### src/hdl/int_seq_regs.vh
// Constants for the interrupt recognition and sequencing unit
`ifndef INT_SEQ_REGS_VH
`define INT_SEQ_REGS_VH
`define NUM_SRC        20
`define SRC_W          5
`define VEC_BASE       16'hFFDC
`define VEC_TRAP       16'hFFFC
`define VEC_RESET      16'hFFFE
`define SP_RESET       16'h00FF
`define CCR_I_BIT      3
`define CCR_RESET      8'h08
`endif

### src/hdl/int_priority_pick.v
// Fixed-priority picker over qualified interrupt requests
`timescale 1ns/1ps
module int_priority_pick (
   // Requests, bit 0 is the highest priority
   input  wire [19:0] qualified,
   // Result
   output reg         any,
   output reg  [4:0]  index
);
   integer i;
   always @* begin
      any   = 1'b0;
      index = 5'h00;
      // Scan downward so the lowest set bit wins
      for (i = 19; i >= 0; i = i - 1) begin
         if (qualified[i]) begin
            any   = 1'b1;
            index = i[4:0];
         end
      end
   end
endmodule

### src/hdl/int_sequencer.v
// Interrupt recognition, stacking and return sequencer
//
// Summary of operation
// - A request never interrupts the instruction in progress; it waits.
// - All pending request lines are evaluated at every instruction boundary.
// - Request entry starts only with mask flag clear and source enable set.
// - Nothing qualifying: the next instruction runs with no added cycles.
// - Among qualifying requests the highest fixed priority goes first.
// - A request that qualifies under the restored mask at return is serviced before the return address runs.
// - Every return prefetches the opcode at the return address.
// - The upper index byte is never pushed during entry.
// - Reset outranks every interrupt and is never arbitrated.
// - The trap ignores the mask flag and stacks the current counter.
`timescale 1ns/1ps
`include "int_seq_regs.vh"
module int_sequencer (
   // Clock and reset
   input  wire        clk,
   input  wire        rst_n,
   // Peripheral requests and their enables
   input  wire [19:0] irq_req,
   input  wire [19:0] irq_en,
   // CPU core handshake
   input  wire        insn_done,
   input  wire        return_from_service_op,
   input  wire        software_trap_op,
   input  wire [15:0] cpu_pc,
   input  wire [7:0]  cpu_a,
   input  wire [7:0]  cpu_x,
   input  wire [7:0]  cpu_ccr,
   input  wire [15:0] cpu_sp,
   // Memory port
   output reg  [15:0] mem_addr,
   output reg  [7:0]  mem_wdata,
   output reg         mem_we,
   output reg         mem_re,
   input  wire [7:0]  mem_rdata,
   // Results to the core
   output reg         cpu_hold,
   output wire        next_insn_go,
   output reg         load_state,
   output reg  [15:0] new_pc,
   output reg  [7:0]  new_a,
   output reg  [7:0]  new_x,
   output reg  [7:0]  new_ccr,
   output reg  [15:0] new_sp,
   output reg         irq_ack,
   output reg  [4:0]  irq_ack_src,
   output reg         prefetch_re,
   output reg  [15:0] prefetch_addr
);
   // ********************************************
   // States
   // ********************************************
   localparam S_RUN  = 4'h0;
   localparam S_PCL  = 4'h1;
   localparam S_PCH  = 4'h2;
   localparam S_PX   = 4'h3;
   localparam S_PA   = 4'h4;
   localparam S_PCC  = 4'h5;
   localparam S_VH   = 4'h6;
   localparam S_VL   = 4'h7;
   localparam S_DONE = 4'h8;
   localparam S_RCC  = 4'h9;
   localparam S_RA   = 4'hA;
   localparam S_RX   = 4'hB;
   localparam S_RPH  = 4'hC;
   localparam S_RPL  = 4'hD;
   localparam S_HI   = 4'hE;

   reg  [3:0]  state;
   reg  [15:0] sp;
   reg  [15:0] ret_pc;
   reg  [15:0] vec_addr;
   reg  [7:0]  ccr;
   reg  [7:0]  acc;
   reg  [7:0]  idx;
   reg  [7:0]  hi_byte;
   reg         in_return;

   wire        any;
   wire [4:0]  pick;

   // ********************************************
   // Arbitration
   // ********************************************
   // Mask flag does not gate the trap; enables gate each source
   int_priority_pick u_pick (
      .qualified (irq_req & irq_en),
      .any       (any),
      .index     (pick)
   );

   function [15:0] vec_of;
      input [4:0] src;
      begin
         vec_of = `VEC_BASE - {10'h000, src, 1'b0};
      end
   endfunction

   // Sampled only at the boundary, so no instruction is cut short
   wire boundary  = insn_done && (state == S_RUN);
   wire take_irq  = any && !cpu_ccr[`CCR_I_BIT];
   // No qualifier: core moves on that same cycle
   assign next_insn_go = boundary && !software_trap_op &&
                         !return_from_service_op && !take_irq;

   always @(posedge clk) begin
      load_state  <= 1'b0;
      irq_ack     <= 1'b0;
      prefetch_re <= 1'b0;
      mem_we      <= 1'b0;
      mem_re      <= 1'b0;
      if (!rst_n) begin
         // Reset pre-empts any sequence in flight
         state       <= S_RUN;
         sp          <= `SP_RESET;
         ret_pc      <= 16'h0000;
         vec_addr    <= `VEC_RESET;
         ccr         <= `CCR_RESET;
         acc         <= 8'h00;
         idx         <= 8'h00;
         hi_byte     <= 8'h00;
         in_return   <= 1'b0;
         cpu_hold    <= 1'b0;
         mem_addr    <= 16'h0000;
         mem_wdata   <= 8'h00;
         new_pc      <= 16'h0000;
         new_a       <= 8'h00;
         new_x       <= 8'h00;
         new_ccr     <= `CCR_RESET;
         new_sp      <= `SP_RESET;
         irq_ack_src <= 5'h00;
         prefetch_addr <= 16'h0000;
      end else begin
         case (state)
            S_RUN: begin
               if (boundary) begin
                  sp  <= cpu_sp;
                  ccr <= cpu_ccr;
                  acc <= cpu_a;
                  idx <= cpu_x;
                  if (return_from_service_op) begin
                     cpu_hold  <= 1'b1;
                     in_return <= 1'b1;
                     state     <= S_RCC;
                  end else if (software_trap_op) begin
                     cpu_hold <= 1'b1;
                     ret_pc   <= cpu_pc;
                     vec_addr <= `VEC_TRAP;
                     state    <= S_PCL;
                  end else if (take_irq) begin
                     cpu_hold    <= 1'b1;
                     ret_pc      <= cpu_pc - 16'h0001;
                     vec_addr    <= vec_of(pick);
                     irq_ack     <= 1'b1;
                     irq_ack_src <= pick;
                     state       <= S_PCL;
                  end
               end
            end
            // Push PC low, PC high, X, A, CCR at descending addresses
            S_PCL: begin
               mem_addr  <= sp;
               mem_wdata <= ret_pc[7:0];
               mem_we    <= 1'b1;
               sp        <= sp - 16'h0001;
               state     <= S_PCH;
            end
            S_PCH: begin
               mem_addr  <= sp;
               mem_wdata <= ret_pc[15:8];
               mem_we    <= 1'b1;
               sp        <= sp - 16'h0001;
               state     <= S_PX;
            end
            // Upper index byte deliberately skipped
            S_PX: begin
               mem_addr  <= sp;
               mem_wdata <= idx;
               mem_we    <= 1'b1;
               sp        <= sp - 16'h0001;
               state     <= S_PA;
            end
            S_PA: begin
               mem_addr  <= sp;
               mem_wdata <= acc;
               mem_we    <= 1'b1;
               sp        <= sp - 16'h0001;
               state     <= S_PCC;
            end
            S_PCC: begin
               mem_addr  <= sp;
               mem_wdata <= ccr;
               mem_we    <= 1'b1;
               sp        <= sp - 16'h0001;
               ccr[`CCR_I_BIT] <= 1'b1;
               state     <= S_VH;
            end
            // Read data arrives two edges after each read request
            S_VH: begin
               mem_addr <= vec_addr;
               mem_re   <= 1'b1;
               state    <= S_VL;
            end
            S_VL: begin
               mem_addr <= vec_addr + 16'h0001;
               mem_re   <= 1'b1;
               state    <= S_HI;
            end
            // High byte of the vector or of the popped counter
            S_HI: begin
               hi_byte <= mem_rdata;
               state   <= S_DONE;
            end
            S_DONE: begin
               // Prefetch happens even if a request follows
               if (in_return) begin
                  prefetch_re   <= 1'b1;
                  prefetch_addr <= {hi_byte, mem_rdata};
               end
               in_return <= 1'b0;
               // Restored mask decides; pending request re-enters
               if (in_return && any && !ccr[`CCR_I_BIT]) begin
                  ret_pc      <= {hi_byte, mem_rdata};
                  vec_addr    <= vec_of(pick);
                  irq_ack     <= 1'b1;
                  irq_ack_src <= pick;
                  state       <= S_PCL;
               end else begin
                  new_pc     <= {hi_byte, mem_rdata};
                  new_a      <= acc;
                  new_x      <= idx;
                  new_ccr    <= ccr;
                  new_sp     <= sp;
                  load_state <= 1'b1;
                  cpu_hold   <= 1'b0;
                  state      <= S_RUN;
               end
            end
            // Pop CCR, A, X, PC high, PC low at ascending addresses
            S_RCC: begin
               mem_addr <= sp + 16'h0001;
               mem_re   <= 1'b1;
               sp       <= sp + 16'h0001;
               state    <= S_RA;
            end
            S_RA: begin
               mem_addr <= sp + 16'h0001;
               mem_re   <= 1'b1;
               sp       <= sp + 16'h0001;
               state    <= S_RX;
            end
            S_RX: begin
               ccr      <= mem_rdata;
               mem_addr <= sp + 16'h0001;
               mem_re   <= 1'b1;
               sp       <= sp + 16'h0001;
               state    <= S_RPH;
            end
            S_RPH: begin
               acc      <= mem_rdata;
               mem_addr <= sp + 16'h0001;
               mem_re   <= 1'b1;
               sp       <= sp + 16'h0001;
               state    <= S_RPL;
            end
            S_RPL: begin
               idx      <= mem_rdata;
               mem_addr <= sp + 16'h0001;
               mem_re   <= 1'b1;
               sp       <= sp + 16'h0001;
               state    <= S_HI;
            end
            default: begin
               state    <= S_RUN;
               cpu_hold <= 1'b0;
            end
         endcase
      end
   end
endmodule

### config.mk
export PLATFORM = sky130hd
export DESIGN_NAME = int_sequencer
export DESIGN_NICKNAME = d
export VERILOG_FILES = /design/src/hdl/int_priority_pick.v /design/src/hdl/int_sequencer.v
export VERILOG_INCLUDE_DIRS = /design/src /design/src/hdl
export SDC_FILE = /design/constraint.sdc
export NUM_CORES = 1
export LEC_CHECK = 0
export BUFFER_PORTS_ARGS = -buffer_cell sky130_fd_sc_hd__buf_2
export CAP_MARGIN = 15
export CORE_ASPECT_RATIO = 0.75
export CORE_MARGIN = 3
export CORE_UTILIZATION = 48
export DETAILED_ROUTE_END_ITERATION = 10
export PLACE_DENSITY = 0.79
export SYNTH_ARGS = -nofsm -noshare
export SYNTH_HDL_FRONTEND = slang
export SYNTH_SLANG_ARGS = --single-unit
export TNS_END_PERCENT = 5
### constraint.sdc
create_clock -name clk -period 2.2 [get_ports clk]
set_input_delay 0.22 -clock clk [delete_from_list [all_inputs] [get_ports clk]]
set_output_delay 0.22 -clock clk [all_outputs]
set_load 0.05 [all_outputs]
======== Yosys cells after proc, flatten, opt, wreduce, memory -nomap -nowiden ========
Index checks and enable logic that the tools add are counted.
cells by class
  add/subtract/negate cells ............... 5
  equality and inequality tests ........... 23
  multiplexer cells ....................... 95
  bitwise logic cells ..................... 3
  reductions and logical operators ........ 39
operators with widths
  cell                                                 count
  two-way mux 16 bit                                   11
  two-way mux 5 bit                                    25
  case mux 16 bit (2 select lines)                     2
  case mux 16 bit (4 select lines)                     1
  case mux 4 bit (14 select lines)                     1
  case mux 16 bit (3 select lines)                     1
  case mux 8 bit (5 select lines)                      1
  two-way mux 1 bit                                    37
  adder 16 x 1 -> 16 bit, second input constant        2
  case mux 8 bit (2 select lines)                      2
  subtractor 16 x 1 -> 16 bit, second input constant   2
  equality test 4 bit, second input constant           7
  two-way mux 8 bit                                    3
  AND 20 bit                                           1
  AND reduction 2 bit                                  9
  equality test 4 x 3 -> 1 bit, second input constant  4
  two-way mux 4 bit                                    4
  != test 2 bit, second input constant                 7
  OR reduction 13 bit                                  1
  case mux 5 bit (2 select lines)                      1
  OR reduction 5 bit                                   2
  equality test 4 x 2 -> 1 bit, second input constant  2
  case mux 4 bit (2 select lines)                      1
  nonzero test 2 bit                                   4
  other kinds (20)                                     34
word-level totals
  flip-flop bits (word level) ............. 192
  logic and storage cells ................. 190

======== Depth between registers and ports, before layout ========
Gate-level depths: netlist of run 1.
  depth after elaboration ................. 27
  mapped depth ............................ 10

======== Modules after synthesis ========
From an unflattened synthesis of run 1, not the netlist that was laid out.
second synthesis, totals
  cells, all modules ...................... 1,170
  area, all modules ....................... 9,080.0 sq um
by module, submodules not included
  module             times used  cells each  area an instance (sq um)
  int_sequencer      1           1,131       8,848.5
  int_priority_pick  1           39          231.5

======== Least setup slack after synthesis of run 1 ========
OpenSTA, ideal clock, no wires.
  kind .................................... in2out
  start point ............................. in irq_req[5]
  end point ............................... out next_insn_go
  arrival time ............................ 2,052 ps
  data required time ...................... 1,980 ps
  setup slack ............................. -72 ps
  stages on the path ...................... 5
  path through ............................ a22oi_1 -> and4_1 -> a31oi_1 -> or4_1 -> nor2_1
on the way
  word-level cells in the longest chain between the ends .. 10
ends and longest elaborated chain
  element                         line                    RTL
  start: declaration              int_sequencer.v:21      input wire [19:0] irq_req,
  AND 20 bit                      int_sequencer.v:89      .qualified (irq_req & irq_en),
  two-way mux 1 bit (6 in a row)  int_priority_pick.v:16  if (qualified[i]) begin
  logical AND 1 bit               int_sequencer.v:103     wire take_irq = any && !cpu_ccr[`CCR_I_BIT];
  logical NOT 1 bit               int_sequencer.v:106     !return_from_service_op && !take_irq;
  logical AND 1 bit               int_sequencer.v:106
  end: declaration                int_sequencer.v:40      output wire next_insn_go,
No other way between the ends.

======== Worst setup path after layout of run 1 ========
  start point ............................. reg state[3]
  end point ............................... reg vec_addr[6]
on the way
  word-level cells in the longest chain between the ends .. 4
  elaborated cells on any way between the ends .. 10
ends and longest elaborated chain
  element                               line                                      RTL
  start: declaration                    int_sequencer.v:71                        reg [3:0] state;
  start signal: assignment              int_sequencer.v:116                       state <= S_RUN;
  start signal: assignment              int_sequencer.v:146                       state <= S_RCC;
  start signal: assignment              int_sequencer.v:151                       state <= S_PCL;
  logical NOT 4 bit                     int_sequencer.v:102, int_sequencer.v:136
  logical AND 1 bit                     int_sequencer.v:102                       wire boundary = insn_done && (state == S_RUN);
  != test 2 bit (no source line)        -
  AND reduction 5 bit (no source line)  -
  end signal: assignment                int_sequencer.v:119                       vec_addr <= `VEC_RESET;
  end signal: assignment                int_sequencer.v:150                       vec_addr <= `VEC_TRAP;
  end signal: assignment                int_sequencer.v:155                       vec_addr <= vec_of(pick);
  end: declaration                      int_sequencer.v:74                        reg [15:0] vec_addr;
Several ways; a longest one is shown, not always the timed one.
A chain may end at the register's enable or synchronous reset.

==> impl_metrics.toml, run 1 <==
[run_status]
status = "finished clean"

[critical_path]
cp_common_cell = "buf_4"
cp_cell_sequence = "or4b_4 > or2_4 > a31oi_4 > o32ai_4 > buf_4 > buf_4 > buf_4 > a32oi_1"
crit_path_max_incr_delay_ps = 480
end_kind = "flip-flop"
startpoint_type = "flip-flop"
slowest_stage = "or4b_4"
critPathKind = "reg2reg"
critPathRequiredTime_ps = 2560
crit_buf_inv = 3
arrival_ps = 2550
cp_top_family = "simple AND/OR/NAND/NOR gates"
crit_fanout = 6

[synth]
synth_area_leaders = "dfxtp_1 (42%), nand2_1 (12%), a21oi_1 (8.1%), nor2_1 (4.4%), clkbuf_1 (3.5%)"
synth-xor-area-share_pct = 3.62
synthMuxAreaShare_pct = 0.230
synth_edf_count = 0
syn_nets = 1275
synth-seq-cells = 182
synth_top_flop_cell = "dfxtp_1"
synth_top_family_by_area = "simple AND/OR/NAND/NOR gates"
yosysTopAreaCellShare_pct = 41.9
ys_types = 66
synth_area_per_cell_um2 = 7.49
synth_compound_area_share_pct = 23.1
synthAdderAreaFrac_pct = 0.575
ys_warn_count = 0
yosys.area_share.simple_pct = 26.1
synth_common_cells = "nand2_1 (284), dfxtp_1 (182), a21oi_1 (141), nor2_1 (103), clkbuf_1 (80)"
synth.yosys.seq_area_share_pct = 41.9
synth_area_leader_cell = "dfxtp_1"
synth_most_common_cell = "nand2_1"
postSynthCellCount = 1162
async_flop_share_pct = 0
syn_area_um2 = 8700

[sta]
hold_viol = 0
fmax_mhz = 455
setup_viol = 0
finalCritPeriodShare_pct = 99.9
setup_tns_ps = 0
tightest_slew_ps = 610
report.final.slew_viol_count = 0
maxSlewHeadroom_pct = 59.4
rsz0062_at_grt = "yes"
min_period_ps = 2200
fin_skew_ps = 6.60

[clock_network]
numCtsBuffers = 17
cts-htree-levels = 4
path_clk_slew_ps = 70
worstSkewPairLatency_ps = 430
cts_tree = "done"
cts.sink_count = 182
cts_root_buf = "clkbuf_16"
cts_buffer_depth = 2

[global_route]
grt_max_degree = 70
grt_usage_pct = 28.2
grt_pass1_wl_um = 44800
grt.overflow.total = 0
grt_pass1_vias = 8420
grt_antenna_before_repair = 0

[place]
dp_hpwl_um = 20600
io_buffers = 216
gp_congestion = 0.955

[final_layout]
nFillCells = 1520
utilization_pct = 64.8
diodes = 0
nets = 1508
syn_to_final_growth_pct = 28.9
drive_above_1_share_pct = 26.3

[die]
die-area_um2 = 19800
rows = 41
core_um2 = 17300
io-pin-count = 217
initial_utilization_pct = 50.3
die_h_um = 123
die_x_um = 161

[power_and_ir_drop]
p_leak_nw = 4.62
p_total_mw = 11.4
power_density_nw_per_um2 = 1010
ir_worst_vdd_mv = 0.547

[detailed_routing]
vias = 9471
vias_per_cell = 5.76
drt_wl_total_um = 28900
drc = 0
drt_iter0_markers = 1005
final_antenna_net_count = 0
wl_per_cell_um = 17.6
dr.pass1.iters = 5

[run]
drv_cap = 0

[min_path]
hp-class = "in2reg"
-- final timing paths --
check	startpoint	depth (start not counted)	end	slack, ps
max	state[3]	8	vec_addr[6]	1
min	cpu_sp[2]	3	sp[2]	20
max reg2reg	state[3]	8	vec_addr[6]	1
min reg2reg	new_sp[11]	2	new_sp[11]	450
-- cells in the final DEF (no fill, tap or decap), drive strengths merged, types with 4 or more instances in the layout --
master      n
buf       305
nand2     284
dfxtp     182
a21oi     141
nor2      104
o21ai      39
nand3      31
a311oi     27
nor2b      24
a22oi      21
xnor2      20
clkbuf     20
o211ai     16
o22ai      16
xor2       16
nor3       16
inv        16
a211oi     15
and3        8
nor4        8
or3         7
a31oi       7
and2        7
nand2b      6
clkinvlp    5
o31ai       5
a22o        4
a32o        4
nand4       4
ha          4
-- final cells by class --
type	instances	area (um2)	share of cell area, %
Tap cell	236	295	2.63
Sequential cell	182	3650	32.5
Clock buffer	19	443	3.95
Timing Repair Buffer	306	1850	16.5
Inverter	10	43.8	0.391
Clock inverter	13	135	1.21
Multi-Input combinational cell	878	4790	42.8
-- metrics by stage --
step / cell area (um2) / std cells / setup slack (ps) / hold slack, ps
floorplan: 8700 / 1162 / -29.4 / 356
global placement: 10400 / 1605 / 24.8 / 436
detailed placement: 10400 / 1605 / -30.6 / 444
CTS: 11100 / 1638 / -15.2 / 14.0
global route: 11200 / 1644 / -96.0 / 39.9
finish: 11200 / 1644 / 1.22 / 22.1
-- cell families (layout without fill, tap and decap cells) --
kind of cell             Yosys count  after routing
buffers and inverters            102            348
AO/OA/AOI/OAI                    318            318
multiplexers                       2              2
XOR/XNOR                          36             36
flip-flops                       182            182
adder cells (fa/ha/maj)            4              4
AND/OR/NAND/NOR                  518            518
-- timing repair --
action,4_1_cts,5_1_grt
pin swaps,2,5
hold buffers,0,0
cloned,0,1
resized for setup,8,23
buffers inserted,1,5
endpoints found under the hold margin,0,0
setup endpoints to repair,5,76
-- tightest hold or removal path: cells and delay by family --
family / cells / cell delay [ps]
buf+inv: 1 / 80
simple gates: 1 / 50
compound gates: 1 / 70
-- state kept, by name, indices dropped and copies added (netlist names), 16 cells and up --
| register | cells |
|---|---|
| new_sp | 16 |
| ret_pc | 16 |
| sp | 16 |
| new_pc | 16 |
| prefetch_addr | 16 |
| mem_addr | 16 |
-- power by group --
part           switching, mW  leakage (nW)  internal [mW]
Combinational           2.81          2.86           1.50
Clock                   1.40         0.271           1.63
Sequential             0.323          1.48           3.70
Total                   4.54          4.62           6.83
-- layer usage --
metal / up-vias / global-route usage [%] / wire length (um)
met5: - / 0 / 0
met4: 0 / 7.47 / 385
met3: 33 / 5.60 / 2920
met2: 489 / 41.9 / 12500
met1: 4412 / 41.8 / 13200
li1: 4537 / - / -
(Power assumes the default switching activity.)
==> inputs of run 2 (changes only) <==
CORE_ASPECT_RATIO = 0.7   (was 0.75)
==> run 2 against run 1 <==
Non-clock buffer count decreased by 10. Critical path depth decreased by 2. First-iteration DRC count grew 4.8%. Global-route usage up 0.061 points. Die area about the same. Combinational power is 2% lower. Worst hold slack lost 9.3 ps. Cell count is 0.91% lower. Highest routed layer unchanged.
==> impl_metrics.toml, run 2 (synthesized netlist as in run 1, its figures left out) <==
[final_layout]
syn_to_final_growth_pct = 27.4
nets = 1498
utilization_pct = 63.4
fin_cells = 1629
drive_above_1_share_pct = 25.5
final_common_cell = "nand2_1"
diodes = 0
final_cell_mix = "nand2_1 (282), buf_2 (215), dfxtp_1 (182)"

[clock_network]
cts_root_buf = "clkbuf_16"
worstSkewPairLatency_ps = 440
postCtsHoldBufs = 0
cts_tree = "done"
cts.sink_count = 182
cts_buffer_depth = 2
numCtsBuffers = 17
cts-htree-levels = 4
path_clk_slew_ps = 70

[critical_path]
cp_cell_sequence = "buf_4 > nor3_4 > nand2_2 > or4_4 > nor2_4 > buf_6"
slowest_stage = "or4_4"
critPathRequiredTime_ps = 1980
startpoint_type = "flip-flop"
critPathKind = "reg2out"
crit_fanout = 11
arrival_ps = 1950
end_kind = "output pin"
crit_path_max_incr_delay_ps = 460

[min_path]
hp-class = "in2reg"

[detailed_routing]
dr.pass1.iters = 5
drt_wl_total_um = 29100
wl_per_cell_um = 17.9
vias = 9482
drc = 0
drt_iter0_markers = 1053
final_antenna_net_count = 0
vias_per_cell = 5.82

[die]
core_um2 = 17500
die_h_um = 119
initial_utilization_pct = 49.8
die_x_um = 167
rows = 40
die-area_um2 = 19800
io-pin-count = 217

[global_route]
grt_pass1_wl_um = 45500
grt.overflow.total = 0
grt_antenna_before_repair = 0
grt_use_met2_pct = 42.2
grt_max_degree = 64
met1_usage_pct = 41.0
grt_usage_pct = 28.3
grt_util_met3_pct = 6.92
grt_pass1_vias = 8720
grt_busiest_layer = "met2"

[sta]
fin_skew_ps = 12.4
setup_ws_ps = 31.9
fmax_mhz = 461
report.final.slew_viol_count = 0
maxSlewHeadroom_pct = 49.9
setup_viol = 0
tightest_slew_ps = 751
hold_viol = 0
finalCritPeriodShare_pct = 98.6
rsz0062_at_grt = "yes"
whs_ps = 12.8
min_period_ps = 2170

[place]
dp_cells = 1596
dp_hpwl_um = 21100
gp_congestion = 0.896
post-place-ws_ps = -56.1
io_buffers = 216

[run]
drv_cap = 0

[power_and_ir_drop]
p_total_mw = 11.2
ir_worst_vdd_mv = 0.681
power_density_nw_per_um2 = 1010
p_leak_nw = 4.56

[run_status]
status = "finished clean"
## run 2: cell count changes in the layout (fill, tap and decap cells not counted), sizes merged
cell / change
buf: -9
inv: +4
clkbuf: -3
clkinvlp: -3
clkinv: +2
bufinv: -1
## run 2: critical path, delay by kind of cell, from the launching register on
family,cells,cell delay (ps)
and+or+nand+nor,4,870
buffers and inverters,2,330
DFF,1,310
## run 2: layout make-up
type | instances | area [um2]
Timing Repair Buffer | 296 | 1750
Sequential cell | 182 | 3640
Fill cell | 1545 | 6390
Clock buffer | 17 | 425
Clock inverter | 15 | 150
Inverter | 10 | 40.0
Tap cell | 231 | 289
Multi-Input combinational cell | 878 | 4780
## run 2: what timing repair did
item                                    4_1_cts  5_1_grt
resized for setup                             8       14
hold endpoints to repair                      0        0
buffers inserted                              1        0
pin swaps                                     1        2
endpoints found under the setup margin        2       25
## run 2: final timing paths
| check | from | to | slack (ps) | cells past startpoint |
|---|---|---|---|---|
| setup reg to reg | state[0] | ret_pc[13] | 50 | 7 |
| hold reg to reg | new_ccr[5] | new_ccr[5] | 460 | 2 |
| hold / removal | cpu_sp[7] | sp[7] | 10 | 3 |
| setup / recovery | state[0] | next_insn_go | 30 | 6 |
## run 2: power by group
group / total (mW) / switching (mW) / leakage (nW) / internal (mW)
clock: 3.00 / 1.48 / 0.279 / 1.52
combinational: 4.23 / 2.81 / 2.80 / 1.42
sequential: 4.00 / 0.294 / 1.48 / 3.70
total: 11.2 / 4.59 / 4.56 / 6.64
## run 2: per-layer routing
layer | up-vias | share of wire, % | wire (um)
li1 | 4513 | - | -
met1 | 4422 | 45 | 13000
met2 | 512 | 43 | 12400
met3 | 35 | 11 | 3270
met4 | 0 | 1.4 | 420
met5 | - | 0 | 0
## run 2: per-stage QoR
stage          instance area [um2]  TNS (ps)
3_5_place_dp                 10400      -324
4_1_cts                      11000         0
2_1_floorplan                 8700     -29.4
5_1_grt                      11100      -192
3_3_place_gp                 10400     -50.7
6_report                     11100         0
